## src/common/cdi_defines.vh

```
// Overview of operation
// [RULE1] NACK option plus hop ack failure reports route
// [RULE2] Signal strength query returns last packet magnitude
// [RULE3] PWM duty follows each received packet strength
// [RULE4] Indicator select one drives association pin output
// [RULE5] Blink override sets period, zero means 250ms
// [RULE6] Indicator blinks while awake, off while asleep
// [RULE7] Single press: broadcast now or next wake
// [RULE8] Received broadcast blinks indicator fast one second
// [RULE9] Pushbutton handled only when its select is one
// [RULE10] Presses counted within a two second window
// [RULE11] Asynchronous sleep: single press wakes thirty seconds
// [RULE12] Four presses restore all defaults
// [RULE13] API mode forwards received broadcast to serial
// [RULE14] Button simulation acts like physical presses
// [RULE15] Identification frame carries address, name, node data
// [RULE16] Pushbutton synchronised and debounced before counting
`ifndef CDI_DEFINES_VH
`define CDI_DEFINES_VH
// Register byte offsets
`define CDI_REG_CTRL 8'h00
`define CDI_REG_BLINK 8'h04
`define CDI_REG_RSSI 8'h08
`define CDI_REG_BTN 8'h0c
`define CDI_REG_STATUS 8'h10
`define CDI_REG_MASK 8'h14
`define CDI_REG_NAME 8'h18
`define CDI_REG_ADDR 8'h1c
// Control field positions
`define CDI_CTRL_RSSI_SEL 0
`define CDI_CTRL_ASSOC_SEL 1
`define CDI_CTRL_BTN_SEL 2
`define CDI_CTRL_API 3
`define CDI_CTRL_SM_LO 4
`define CDI_CTRL_SM_HI 6
`define CDI_CTRL_ASYNC 7
`define CDI_CTRL_RESET 8'h06
// Status bit positions
`define CDI_ST_NID_TX 0
`define CDI_ST_ROUTE 1
`define CDI_ST_NID_FWD 2
`define CDI_ST_RESTORE 3
`define CDI_ST_NID_RX 4
`define CDI_ST_W 5
// Timing, clock period and tick length in ns
`define CDI_CLK_NS 20
`define CDI_TICK_NS 1000000
// Times in ms
`define CDI_BLINK_DEF_MS 250
`define CDI_BLINK_UNIT_MS 10
`define CDI_FAST_HALF_MS 50
`define CDI_FAST_DUR_MS 1000
`define CDI_WINDOW_MS 2000
`define CDI_WAKE_MS 30000
`define CDI_DEBOUNCE_MS 20
// Press counts
`define CDI_PRESS_NID 3'h1
`define CDI_PRESS_RESTORE 3'h4
`endif

```

## src/logic/cdi_top.v

```verilog
`timescale 1ns/100ps
`include "cdi_defines.vh"

module cdi_top #(
  parameter TICK_CYCLES = `CDI_TICK_NS / `CDI_CLK_NS
) (
  input wire core_clk_in,
  input wire nrst_in,
  input wire psel_in,
  input wire penable_in,
  input wire pwrite_in,
  input wire [7:0] paddr_in,
  input wire [31:0] pwdata_in,
  output wire [31:0] prdata_out,
  output wire pready_out,
  output wire pslverr_out,
  input wire pkt_rx_in,
  input wire [7:0] pkt_rssi_in,
  input wire mac_ack_fail_in,
  input wire tx_nack_opt_in,
  input wire nid_rx_in,
  input wire [15:0] nid_rx_addr_in,
  input wire awake_in,
  input wire wake_start_in,
  input wire button_n_in,
  output wire rssi_pwm_pin_out,
  output wire assoc_led_out,
  output wire assoc_led_oe_out,
  output wire nid_tx_out,
  output wire [15:0] nid_tx_addr_out,
  output wire [31:0] nid_tx_name_out,
  output wire [2:0] nid_tx_sleep_out,
  output wire nid_fwd_out,
  output wire [15:0] nid_fwd_addr_out,
  output wire route_info_out,
  output wire restore_defaults_out,
  output wire wake_hold_out,
  output wire irq_out
);

  ////////////////////////////////////////////////////////////////////////////
  // Derived counts in ms ticks
  localparam [15:0] FAST_HALF = `CDI_FAST_HALF_MS;
  localparam [15:0] FAST_DUR = `CDI_FAST_DUR_MS;
  localparam [15:0] WINDOW = `CDI_WINDOW_MS;
  localparam [15:0] WAKE_DUR = `CDI_WAKE_MS;
  localparam [15:0] DEBOUNCE = `CDI_DEBOUNCE_MS;
  localparam [15:0] BLINK_DEF = `CDI_BLINK_DEF_MS;
  localparam [15:0] BLINK_UNIT = `CDI_BLINK_UNIT_MS;
  localparam [31:0] TICK_LAST = TICK_CYCLES - 1;
  // Button window states, one-hot
  localparam [1:0] ST_IDLE = 2'b01;
  localparam [1:0] ST_COUNT = 2'b10;

  // Saturating decrement of a ms counter
  function [15:0] dec16;
    input [15:0] v;
    begin
      dec16 = (v == 16'h0000) ? 16'h0000 : v - 16'h0001;
    end
  endfunction

  ////////////////////////////////////////////////////////////////////////////
  // Register state
  reg [7:0] ctrl_q;
  reg [7:0] blink_time_override_q;
  reg [7:0] signal_strength_query_q;
  reg [`CDI_ST_W-1:0] status_q;
  reg [`CDI_ST_W-1:0] mask_q;
  reg [31:0] node_name_string_q;
  reg [15:0] own_addr_q;
  reg [31:0] prdata_q;
  reg pready_q;
  reg pslverr_q;
  reg irq_q;
  // Button simulation request, one cycle
  reg sim_go_q;
  reg [2:0] sim_cnt_q;

  wire [2:0] sleep_mode = ctrl_q[`CDI_CTRL_SM_HI:`CDI_CTRL_SM_LO];
  // Any nonzero sleep mode counts as sleep compatible
  wire sleep_compat = (sleep_mode != 3'h0);
  wire apb_wr = psel_in & penable_in & pready_q & pwrite_in;
  wire addr_ok = (paddr_in[1:0] == 2'b00) && (paddr_in <= `CDI_REG_ADDR);

  ////////////////////////////////////////////////////////////////////////////
  // Event pulses raised by the block
  reg nid_tx_q;
  reg nid_fwd_q;
  reg [15:0] nid_fwd_addr_q;
  reg route_info_q;
  reg restore_q;
  wire [`CDI_ST_W-1:0] ev_set = {nid_rx_in, restore_q, nid_fwd_q, route_info_q, nid_tx_q};

  ////////////////////////////////////////////////////////////////////////////
  // APB slave: pready one cycle into access, write lands on the next edge, which samples pready high
  always @(posedge core_clk_in or negedge nrst_in) begin
    if (!nrst_in) begin
      ctrl_q <= `CDI_CTRL_RESET;
      blink_time_override_q <= 8'h00;
      mask_q <= {`CDI_ST_W{1'b0}};
      node_name_string_q <= 32'h00000000;
      own_addr_q <= 16'h0000;
      prdata_q <= 32'h00000000;
      pready_q <= 1'b0;
      pslverr_q <= 1'b0;
      sim_go_q <= 1'b0;
      sim_cnt_q <= 3'h0;
    end else begin
      pready_q <= psel_in & penable_in & ~pready_q;
      pslverr_q <= psel_in & penable_in & ~pready_q & ~addr_ok;
      sim_go_q <= 1'b0;
      // Read data captured as pready rises
      if (psel_in & penable_in & ~pready_q) begin
        case (paddr_in)
          `CDI_REG_CTRL: prdata_q <= {24'h000000, ctrl_q};
          `CDI_REG_BLINK: prdata_q <= {24'h000000, blink_time_override_q};
          // [RULE2] Last packet strength
          `CDI_REG_RSSI: prdata_q <= {24'h000000, signal_strength_query_q};
          `CDI_REG_STATUS: prdata_q <= {27'h0000000, status_q};
          `CDI_REG_MASK: prdata_q <= {27'h0000000, mask_q};
          `CDI_REG_NAME: prdata_q <= node_name_string_q;
          `CDI_REG_ADDR: prdata_q <= {16'h0000, own_addr_q};
          // Simulation register and holes read zero
          default: prdata_q <= 32'h00000000;
        endcase
      end
      if (apb_wr) begin
        case (paddr_in)
          `CDI_REG_CTRL: ctrl_q <= pwdata_in[7:0];
          `CDI_REG_BLINK: blink_time_override_q <= pwdata_in[7:0];
          `CDI_REG_BTN: begin
            // [RULE14] Simulated press count
            sim_go_q <= 1'b1;
            sim_cnt_q <= pwdata_in[2:0];
          end
          `CDI_REG_MASK: mask_q <= pwdata_in[`CDI_ST_W-1:0];
          `CDI_REG_NAME: node_name_string_q <= pwdata_in;
          `CDI_REG_ADDR: own_addr_q <= pwdata_in[15:0];
          // Read-only or unmapped: ignored
          default: ctrl_q <= ctrl_q;
        endcase
      end
    end
  end

  ////////////////////////////////////////////////////////////////////////////
  // Sticky status, set wins over write-one clear; masked irq
  always @(posedge core_clk_in or negedge nrst_in) begin
    if (!nrst_in) begin
      status_q <= {`CDI_ST_W{1'b0}};
      irq_q <= 1'b0;
    end else begin
      if (apb_wr && (paddr_in == `CDI_REG_STATUS)) begin
        status_q <= (status_q & ~pwdata_in[`CDI_ST_W-1:0]) | ev_set;
      end else begin
        status_q <= status_q | ev_set;
      end
      irq_q <= |(status_q & mask_q);
    end
  end

  ////////////////////////////////////////////////////////////////////////////
  // Millisecond tick; long count is a parameter for short sims
  reg [31:0] tick_cnt_q;
  reg tick_q;
  always @(posedge core_clk_in or negedge nrst_in) begin
    if (!nrst_in) begin
      tick_cnt_q <= 32'h00000000;
      tick_q <= 1'b0;
    end else begin
      tick_q <= (tick_cnt_q == TICK_LAST);
      tick_cnt_q <= (tick_cnt_q == TICK_LAST) ? 32'h00000000 : tick_cnt_q + 32'h00000001;
    end
  end

  ////////////////////////////////////////////////////////////////////////////
  // Signal strength capture and PWM
  reg [7:0] pwm_cnt_q;
  reg [7:0] duty_q;
  reg pwm_q;
  always @(posedge core_clk_in or negedge nrst_in) begin
    if (!nrst_in) begin
      signal_strength_query_q <= 8'h00;
      duty_q <= 8'h00;
      pwm_cnt_q <= 8'h00;
      pwm_q <= 1'b0;
    end else begin
      pwm_cnt_q <= pwm_cnt_q + 8'h01;
      if (pkt_rx_in) begin
        // [RULE2] Magnitude in -dBm, last hop only
        signal_strength_query_q <= pkt_rssi_in;
        // [RULE3] Stronger signal, wider pulse
        duty_q <= 8'hff - pkt_rssi_in;
      end
      // [RULE3] Pin driven only when selected
      pwm_q <= ctrl_q[`CDI_CTRL_RSSI_SEL] & (pwm_cnt_q < duty_q);
    end
  end

  ////////////////////////////////////////////////////////////////////////////
  // Pushbutton sync and debounce
  reg btn_s1_q;
  reg btn_s2_q;
  reg btn_db_q;
  reg [15:0] db_cnt_q;
  reg press_q;
  always @(posedge core_clk_in or negedge nrst_in) begin
    if (!nrst_in) begin
      btn_s1_q <= 1'b1;
      btn_s2_q <= 1'b1;
      btn_db_q <= 1'b1;
      db_cnt_q <= 16'h0000;
      press_q <= 1'b0;
    end else begin
      // [RULE16] Two-stage synchroniser
      btn_s1_q <= button_n_in;
      btn_s2_q <= btn_s1_q;
      press_q <= 1'b0;
      // [RULE16] Level must hold for the debounce time
      if (btn_s2_q == btn_db_q) begin
        db_cnt_q <= DEBOUNCE;
      end else if (tick_q) begin
        if (db_cnt_q == 16'h0001) begin
          btn_db_q <= btn_s2_q;
          press_q <= ~btn_s2_q;
        end
        db_cnt_q <= dec16(db_cnt_q);
      end
    end
  end

  ////////////////////////////////////////////////////////////////////////////
  // Press counting window and actions
  reg [1:0] state_q;
  reg [15:0] win_cnt_q;
  reg [2:0] press_cnt_q;
  reg act_go;
  reg [2:0] act_cnt;
  // [RULE9] Pushbutton only when selected
  wire press_ok = press_q & ctrl_q[`CDI_CTRL_BTN_SEL];
  always @(posedge core_clk_in or negedge nrst_in) begin
    if (!nrst_in) begin
      state_q <= ST_IDLE;
      win_cnt_q <= 16'h0000;
      press_cnt_q <= 3'h0;
    end else begin
      case (state_q)
        ST_IDLE: begin
          if (press_ok) begin
            // [RULE10] First press opens window
            state_q <= ST_COUNT;
            win_cnt_q <= WINDOW;
            press_cnt_q <= 3'h1;
          end
        end
        ST_COUNT: begin
          if (press_ok && press_cnt_q != 3'h7) begin
            press_cnt_q <= press_cnt_q + 3'h1;
          end
          if (tick_q) begin
            win_cnt_q <= dec16(win_cnt_q);
            // [RULE10] Window closes, count acted on
            if (win_cnt_q == 16'h0001) begin
              state_q <= ST_IDLE;
            end
          end
        end
        default: state_q <= ST_IDLE;
      endcase
    end
  end

  // Action request from window close or simulation
  always @* begin
    act_go = 1'b0;
    act_cnt = 3'h0;
    if (sim_go_q) begin
      // [RULE14] Same path as real presses
      act_go = 1'b1;
      act_cnt = sim_cnt_q;
    end else if ((state_q == ST_COUNT) && tick_q && (win_cnt_q == 16'h0001)) begin
      act_go = 1'b1;
      act_cnt = press_cnt_q;
    end
  end

  ////////////////////////////////////////////////////////////////////////////
  // Broadcast, wake hold, restore, forwarding and route reports
  reg nid_pend_q;
  reg [15:0] wake_cnt_q;
  reg wake_hold_q;
  reg [15:0] nid_tx_addr_q;
  reg [31:0] nid_tx_name_q;
  reg [2:0] nid_tx_sleep_q;
  wire single = act_go && (act_cnt == `CDI_PRESS_NID);
  wire async_sleep = ctrl_q[`CDI_CTRL_ASYNC];
  wire send_now = (single && (!sleep_compat || async_sleep)) || (nid_pend_q && wake_start_in);
  always @(posedge core_clk_in or negedge nrst_in) begin
    if (!nrst_in) begin
      nid_pend_q <= 1'b0;
      nid_tx_q <= 1'b0;
      wake_cnt_q <= 16'h0000;
      wake_hold_q <= 1'b0;
      restore_q <= 1'b0;
      nid_fwd_q <= 1'b0;
      nid_fwd_addr_q <= 16'h0000;
      route_info_q <= 1'b0;
      nid_tx_addr_q <= 16'h0000;
      nid_tx_name_q <= 32'h00000000;
      nid_tx_sleep_q <= 3'h0;
    end else begin
      // [RULE7] Now if awake-always or asynchronous sleep, else next wake start
      nid_tx_q <= send_now;
      if (send_now) begin
        nid_pend_q <= 1'b0;
        // [RULE15] Frame fields: address, name, sleep mode
        nid_tx_addr_q <= own_addr_q;
        nid_tx_name_q <= node_name_string_q;
        nid_tx_sleep_q <= sleep_mode;
      end else if (single && sleep_compat) begin
        nid_pend_q <= 1'b1;
      end
      // [RULE11] Thirty second wake under asynchronous sleep
      if (single && async_sleep) begin
        wake_cnt_q <= WAKE_DUR;
      end else if (tick_q) begin
        wake_cnt_q <= dec16(wake_cnt_q);
      end
      wake_hold_q <= (wake_cnt_q != 16'h0000);
      // [RULE12] Four presses restore defaults
      restore_q <= act_go && (act_cnt == `CDI_PRESS_RESTORE);
      // [RULE13] Forward received broadcast in API mode
      nid_fwd_q <= nid_rx_in & ctrl_q[`CDI_CTRL_API];
      if (nid_rx_in) begin
        nid_fwd_addr_q <= nid_rx_addr_in;
      end
      // [RULE1] NACK option reports failed hop
      route_info_q <= mac_ack_fail_in & tx_nack_opt_in;
    end
  end

  ////////////////////////////////////////////////////////////////////////////
  // Association indicator blinking
  reg [15:0] blink_cnt_q;
  reg [15:0] fast_cnt_q;
  reg led_phase_q;
  reg led_q;
  reg led_oe_q;
  // [RULE5] Zero override picks the default period
  wire [15:0] blink_ms = (blink_time_override_q == 8'h00) ? BLINK_DEF : blink_time_override_q * BLINK_UNIT;
  wire fast_on = (fast_cnt_q != 16'h0000);
  wire [15:0] half_ms = fast_on ? FAST_HALF : blink_ms;
  always @(posedge core_clk_in or negedge nrst_in) begin
    if (!nrst_in) begin
      blink_cnt_q <= 16'h0000;
      fast_cnt_q <= 16'h0000;
      led_phase_q <= 1'b0;
      led_q <= 1'b0;
      led_oe_q <= 1'b0;
    end else begin
      // [RULE8] One second of rapid blinking
      if (nid_rx_in && ctrl_q[`CDI_CTRL_ASSOC_SEL]) begin
        fast_cnt_q <= FAST_DUR;
      end else if (tick_q) begin
        fast_cnt_q <= dec16(fast_cnt_q);
      end
      // [RULE5] Phase toggles each blink time
      if (tick_q) begin
        if (blink_cnt_q + 16'h0001 >= half_ms) begin
          blink_cnt_q <= 16'h0000;
          led_phase_q <= ~led_phase_q;
        end else begin
          blink_cnt_q <= blink_cnt_q + 16'h0001;
        end
      end
      // [RULE4] Pin is an output only when selected
      led_oe_q <= ctrl_q[`CDI_CTRL_ASSOC_SEL];
      // [RULE6] Dark while asleep in a sleep mode
      led_q <= ctrl_q[`CDI_CTRL_ASSOC_SEL] & led_phase_q & (~sleep_compat | awake_in);
    end
  end

  ////////////////////////////////////////////////////////////////////////////
  // Outputs, all from flip-flops
  assign prdata_out = prdata_q;
  assign pready_out = pready_q;
  assign pslverr_out = pslverr_q;
  assign rssi_pwm_pin_out = pwm_q;
  assign assoc_led_out = led_q;
  assign assoc_led_oe_out = led_oe_q;
  assign nid_tx_out = nid_tx_q;
  assign nid_tx_addr_out = nid_tx_addr_q;
  assign nid_tx_name_out = nid_tx_name_q;
  assign nid_tx_sleep_out = nid_tx_sleep_q;
  assign nid_fwd_out = nid_fwd_q;
  assign nid_fwd_addr_out = nid_fwd_addr_q;
  assign route_info_out = route_info_q;
  assign restore_defaults_out = restore_q;
  assign wake_hold_out = wake_hold_q;
  assign irq_out = irq_q;

endmodule // cdi_top
```

## config.mk

```make
export PLATFORM = sky130hd
export DESIGN_NAME = cdi_top
export DESIGN_NICKNAME = d
export VERILOG_FILES = /design/src/logic/cdi_top.v
export VERILOG_INCLUDE_DIRS = /design/src /design/src/common
export SDC_FILE = /design/constraint.sdc
export NUM_CORES = 1
export LEC_CHECK = 0
export BUFFER_PORTS_ARGS = -buffer_cell sky130_fd_sc_hd__buf_2
export CAP_MARGIN = 15
export CORE_MARGIN = 10
export CORE_UTILIZATION = 34
export CTS_BUF_LIST = sky130_fd_sc_hd__clkbuf_4
export DETAILED_ROUTE_END_ITERATION = 6
export PLACE_DENSITY = 0.53
export SYNTH_ARGS = -nofsm -noshare
export SYNTH_HDL_FRONTEND = slang
export SYNTH_SLANG_ARGS = --single-unit
```

## constraint.sdc

```tcl
create_clock -name core_clk_in -period 9.7 [get_ports core_clk_in]
set_input_delay 0.97 -clock core_clk_in [delete_from_list [all_inputs] [get_ports core_clk_in]]
set_output_delay 0.97 -clock core_clk_in [all_outputs]
set_load 0.05 [all_outputs]
```

After elaboration in Yosys (flattened, before gate mapping)

Index checks and enable logic that the tools add are counted.

Bits in registers: 336
Input bits: 76
Output and inout port bits: 110
Logic and storage cells: 177

Add/sub/neg operators: 9
Multiply operators: 1
Order comparisons: 3
Equality and inequality tests: 20
Multiplexer cells: 37
Bitwise operators: 23
Reductions and logical operators: 42

Operators by type and width:

| kind                                                                    | number |
|---|---|
| 32-bit one-hot mux with 7 select lines                                  | 1 |
| 16-bit two-way mux                                                      | 13 |
| 16-bit logical NOT                                                      | 4 |
| 16-bit by 1-bit subtractor with 16-bit output, second input constant    | 4 |
| 32-bit by 1-bit adder with 32-bit output, second input constant         | 1 |
| 16-bit by 1-bit equality test with 1-bit output, second input constant  | 2 |
| 32-bit by 16-bit equality test with 1-bit output, second input constant | 1 |
| 8-bit by 5-bit equality test with 1-bit output, second input constant   | 4 |
| 32-bit two-way mux                                                      | 1 |
| 16-bit one-hot mux with 2 select lines                                  | 1 |
| 16-bit nonzero test                                                     | 2 |
| 12-bit two-way mux                                                      | 2 |
| 16-bit by 1-bit adder with 16-bit output, second input constant         | 1 |
| 8-bit by 4-bit equality test with 1-bit output, second input constant   | 2 |
| 16-bit by 12-bit >= comparator with 1-bit output                        | 1 |
| 8-bit logical NOT                                                       | 2 |
| 2-bit AND reduction                                                     | 7 |
| 1-bit logical AND                                                       | 12 |
| 3-bit two-way mux                                                       | 4 |
| 3-bit AND reduction                                                     | 4 |
| 1-bit AND                                                               | 11 |
| 8-bit by 3-bit multiplier with 11-bit output, second input constant     | 1 |
| 5-bit AND                                                               | 2 |
| 5-bit bitwise OR                                                        | 2 |
| 28 further kinds                                                        | 50 |

Depth between registers and ports, before layout

Word-level depth: 10
Depth in mapped cells: 18
Gate-level depth less buffers: 17

Worst setup path after synthesis

OpenSTA, ideal clock, no wires.

Kind: reg2reg
From: register blink_time_override_q[1]
To: register blink_cnt_q[6]
Library setup time: 121 ps
Data arrival time: 3146 ps
Required time: 9579 ps
Setup slack: 6433 ps
Stages on the path, launching flop included: 19
Path buffers: 1
Period minus slack after synthesis: 3267 ps
Path through: dfrtp_1 -> ha_1 -> ha_1 -> inv_1 -> fa_1 -> nor2b_1 -> o21ai_0 -> a21oi_1 -> o21a_1 -> nor3_1 -> nand3b_1 -> ha_1 -> nand4_1 -> nor3_1 -> a22oi_1 -> nand4_1 -> buf_2 -> o21ai_0 -> a22o_1

Word-level cells in the longest chain between the ends: 5
Elaborated cells between the ends (all ways): 6
Those cells by class: mul (1); order compare (1); mux (3); reduce/logical (1)

Ends and longest elaborated chain:

| element                                                                                  | line          | source |
|---|---|---|
| start, declared                                                                          | cdi_top.v:66  | `reg [7:0] blink_time_override_q;` |
| start signal, assigned                                                                   | cdi_top.v:131 | `` `CDI_REG_BLINK: blink_time_override_q <= pwdata_in[7:0]; `` |
| 8-bit by 3-bit multiplier with 11-bit output / 8-bit logical NOT (equally long branches) | cdi_top.v:351 | `wire [15:0] blink_ms = (blink_time_override_q == 8'h00) ? BLINK_DEF : blink_time_override_q * BLINK_UNIT;` |
| 12-bit two-way mux *                                                                     | cdi_top.v:351 |  |
| 12-bit two-way mux *                                                                     | cdi_top.v:353 | `wire [15:0] half_ms = fast_on ? FAST_HALF : blink_ms;` |
| 16-bit by 12-bit >= comparator with 1-bit output *                                       | cdi_top.v:370 | `if (blink_cnt_q + 16'h0001 >= half_ms) begin` |
| 16-bit two-way mux *                                                                     | cdi_top.v:370 |  |
| end signal, assigned                                                                     | cdi_top.v:374 | `blink_cnt_q <= blink_cnt_q + 16'h0001;` |
| end, declared                                                                            | cdi_top.v:345 | `reg [15:0] blink_cnt_q;` |

Every way passes the cells marked *; elsewhere a longest branch is shown, timed or not.
A chain may end at the register's enable or synchronous reset.

Final worst setup path

From: register blink_time_override_q[3]
To: register blink_cnt_q[0]

The elaborated chain is that of the path after synthesis.

==> out/summary.txt <==
R2r setup slk = 5.54 ns
Post-synthesis simple-gate area fraction = 14.62%
Initial Util = 34.19%
CP endpoint kind = flip-flop
Root Buffer = clkbuf_4
Flop and latch count out of synthesis = 336
CTS tree = yes
Initial antenna violation count = 7
Peak VDD IR = 0.08824 mV
Clock Path Buffers = 3
Post-synthesis compound-gate area fraction = 9.329%
Post-route ant nets = 0
Synth Area in Adders = 3.774%
Max-slew violation count = 0
Layout cell share with drive strength beyond 1 = 29.65%
Cts bufs inserted = 95
Worst-path cell chain = ha_1 > ha_1 > inv_1 > fa_1 > nor2b_1 > o21ai_0 > a21oi_1 > o21a_1 > nor3_1 > nand3b_1 > ha_1 > o21ai_0 > o21ai_0 > mux2i_1 > nand4_1 > nor2_1 > mux2_2
Post-synthesis cell area = 15450 sq um
Pin count of the biggest net entering global routing = 126
Synth Flop Type = dfrtp_1
Floorplan row count = 78
Inst Count DP = 2138
Drt first-iter violations = 604
Status = finished, final reports clean
Die width = 233.2 um
Synth Net Count = 1511
Sequential fraction of the synthesis area = 54.47%
Clock Latency Late Sink = 0.82 ns
Port buffer count = 185
Number of global-route vias before repair = 11.97k
Slowest cell on crit path = nand4_1
Setup CP Type = reg2reg
Number of remaining DRC errors = 0
Area Growth Syn to Fin = 18.07%
Synth warnings = 0
Core Area = 45190 sq um
Tightest Pin Transition = 1.096 ns
Setup ws final = 5.541 ns
CP Launch Type = flip-flop
Synth Instances = 1389
Min cycle time layout = 4.159 ns
CTS Hold Buffers Added = 0
Syn avg cell area = 11.12 sq um
Max Freq = 240.5 MHz
Largest family of logic cells by synthesized area = simple AND/OR/NAND/NOR gates
Async set-or-reset flop fraction in the synthesized netlist = 100.0%
Post-Layout Cell Count = 2313
Pre-CTS setup slack = 5.625 ns
Post-Synth XOR/XNOR Area = 3.571%
Multiplexer share of the synthesized area = 11.94%
CP Data Arrival Time = 4.86 ns
H-tree levels = 3
Clock sinks = 336
Final Hold Fails = 0
Fin Clk Skew = 0.06580 ns
Tcrit/Tclk final = 42.87%
I/O pins = 186
Number of post-CTS setup repair buffers = 0
Lkg Pwr = 9.015 nW
Final HPWL DP = 26850 um
Die ar. = 54370 sq um
First drt pass iteration count = 5
PnR Total Power = 2.862 mW
Yosys cell types = 67
Worst r2r src = blink_time_override_q[3]$_DFFE_PN0P_
Worst hold path type = in2async
WP data required = 10.40 ns
Fin Setup TNS = 0 ns
Layout Nets = 1757
CP max FO = 14
First-pass GRT wire length = 63910 um
Final WL = 39290 um
Final setup fails = 0
Die height = 233.2 um
EDFF count, synth = 0
Final Core Density = 40.37%
Grt total ovfl = 0
Power per Cell Area = 156.9 nW/um^2
Reg clk slew, reported paths = 0.07 ns
Via count = 11.56k
RSZ-0062 raised after global routing = false
Largest stage delay, worst path = 0.48 ns
Max capacitance violation total = 0
Cts repair resizes = 0
Worst r2r dst = blink_cnt_q[0]$_DFFE_PN0P_
Worst rel slew slack = 26.26%
Worst Reg-to-Reg Cells = 17
Drt via density = 4.997
GP Congestion = 0.8281
WL per Instance = 16.99 um
Gr usage total = 14.58%
==> critical path: cells and delay by family (launching register included) <==
kind	cells	cell delay [ns]
AND/OR/NAND/NOR	5	1.23
buffers and inverters	1	0.06
adder cells (fa/ha/maj)	4	1.17
flip-flops	1	0.44
multiplexers	2	0.36
AO/OA/AOI/OAI	5	0.79
==> layer usage <==
metal	vias up	GRT usage, %	wire length, um
li1	5544	-	-
met1	5727	18.08	16990
met4	6	5.681	603
met3	40	4.186	2365
met5	-	0	36
met2	241	23.62	19300
==> logic make-up (layout without fill, tap and decap cells) <==
logic type | Yosys count | count (layout)
flip-flops | 336 | 336
AO/OA/AOI/OAI | 231 | 231
other | 0 | 3
buffers and inverters | 81 | 402
adder cells (fa/ha/maj) | 46 | 46
multiplexers | 159 | 159
AND/OR/NAND/NOR | 473 | 473
XOR/XNOR | 63 | 63
==> stage by stage <==
step / hold slack (ns) / area, sq um
2_1_floorplan: 0.3452 / 15450
3_3_place_gp: 0.3718 / 17000
3_5_place_dp: 0.3720 / 17000
4_1_cts: 0.1813 / 18240
5_1_grt: 0.2026 / 18240
6_report: 0.2319 / 18240
==> where the power goes <==
group	internal, mW	switching, mW
Sequential	1.42	0.0122
Combinational	0.0351	0.0884
Clock	0.699	0.608
Total	2.15	0.709
==> cells in the mapped netlist (4+ instances only) <==
master / n / area, sq um
ha_1: 45 / 563.0
a22oi_1: 16 / 120.1
nor4_1: 28 / 175.2
dfstp_2: 6 / 157.7
nand2b_1: 7 / 43.79
a21o_1: 11 / 82.58
nand4_1: 17 / 106.4
xor2_1: 20 / 175.2
buf_6: 5 / 56.30
o2bb2ai_1: 4 / 35.03
nor2_1: 99 / 371.6
mux2_1: 12 / 135.1
xnor2_1: 43 / 376.6
nor2b_1: 11 / 68.82
a22o_1: 12 / 105.1
mux2_2: 140 / 1577
a31oi_1: 8 / 50.05
o211ai_1: 4 / 30.03
buf_2: 10 / 50.05
nor3_1: 41 / 205.2
nand2_1: 158 / 593.1
and3_1: 11 / 68.82
o21ai_0: 94 / 470.5
nand3_1: 57 / 285.3
inv_1: 33 / 123.9
or4_1: 5 / 37.54
dfrtp_1: 330 / 8258
nand3b_1: 5 / 37.54
clkbuf_1: 30 / 112.6
a21oi_1: 45 / 225.2
a221oi_1: 8 / 70.07
and4_1: 6 / 52.55
mux4_2: 5 / 112.6
and2_1: 7 / 43.79
==> how the worst max path moves through the flow <==
stage / to / slack (ns) / startpoint / cells after the start
after floorplan: blink_cnt_q[6]$_DFFE_PN0P_ / 6.43 / blink_time_override_q[1]$_DFFE_PN0P_ / 18
after global placement: blink_cnt_q[0]$_DFFE_PN0P_ / 5.79 / blink_time_override_q[3]$_DFFE_PN0P_ / 17
after detailed placement: blink_cnt_q[0]$_DFFE_PN0P_ / 5.62 / blink_time_override_q[3]$_DFFE_PN0P_ / 17
after CTS: blink_cnt_q[0]$_DFFE_PN0P_ / 5.53 / blink_time_override_q[3]$_DFFE_PN0P_ / 17
after global routing: blink_cnt_q[0]$_DFFE_PN0P_ / 5.18 / blink_time_override_q[3]$_DFFE_PN0P_ / 17
final: blink_cnt_q[0]$_DFFE_PN0P_ / 5.54 / blink_time_override_q[3]$_DFFE_PN0P_ / 17
==> final cells by class <==
| class | instances | area (sq um) |
|---|---|---|
| fill | 4420 | 26940 |
| timing repair buffer | 196 | 1018 |
| multi-input combinational | 972 | 6689 |
| clock inverter | 30 | 167.7 |
| inverter | 34 | 127.6 |
| antenna | 3 | 7.507 |
| sequential | 336 | 8416 |
| clock buffer | 142 | 1066 |
| tap | 600 | 750.7 |
==> sequential cells by signal, indices dropped and copies added, names as in the netlist, 16 cells and up <==
| signal | count |
|---|---|
| nid_tx_name_out | 32 |
| node_name_string_q | 32 |
| prdata_out | 32 |
| tick_cnt_q | 32 |
| blink_cnt_q | 16 |
| db_cnt_q | 16 |
| fast_cnt_q | 16 |
| nid_fwd_addr_out | 16 |
| nid_tx_addr_out | 16 |
| own_addr_q | 16 |
| wake_cnt_q | 16 |
| win_cnt_q | 16 |
==> cell usage in the layout (no fill, tap or decap), types with 4 or more instances in the layout <==
cell type and n:
buf_2 184, a31oi_1 8, a21o_1 11, nor2_1 98, nand2_1 158, clkbuf_4 142, nand3b_1 5, inv_1 33
nand2b_1 7, and4_1 6, xor2_1 20, dfstp_2 6, mux2_2 140, mux2_1 12, mux4_2 5, and3_1 11
a22o_1 12, xnor2_1 43, dfrtp_1 330, nand3_1 57, ha_1 45, nor2b_1 11, clkinv_1 22, and2_1 7
a22oi_1 16, nor4_1 28, nor3_1 41, a21oi_1 45, o2bb2ai_1 4, o211ai_1 4, buf_4 11, or4_1 5
a221oi_1 8, nand4_1 17, o21ai_0 94
Power figures use the tool's default switching activity.
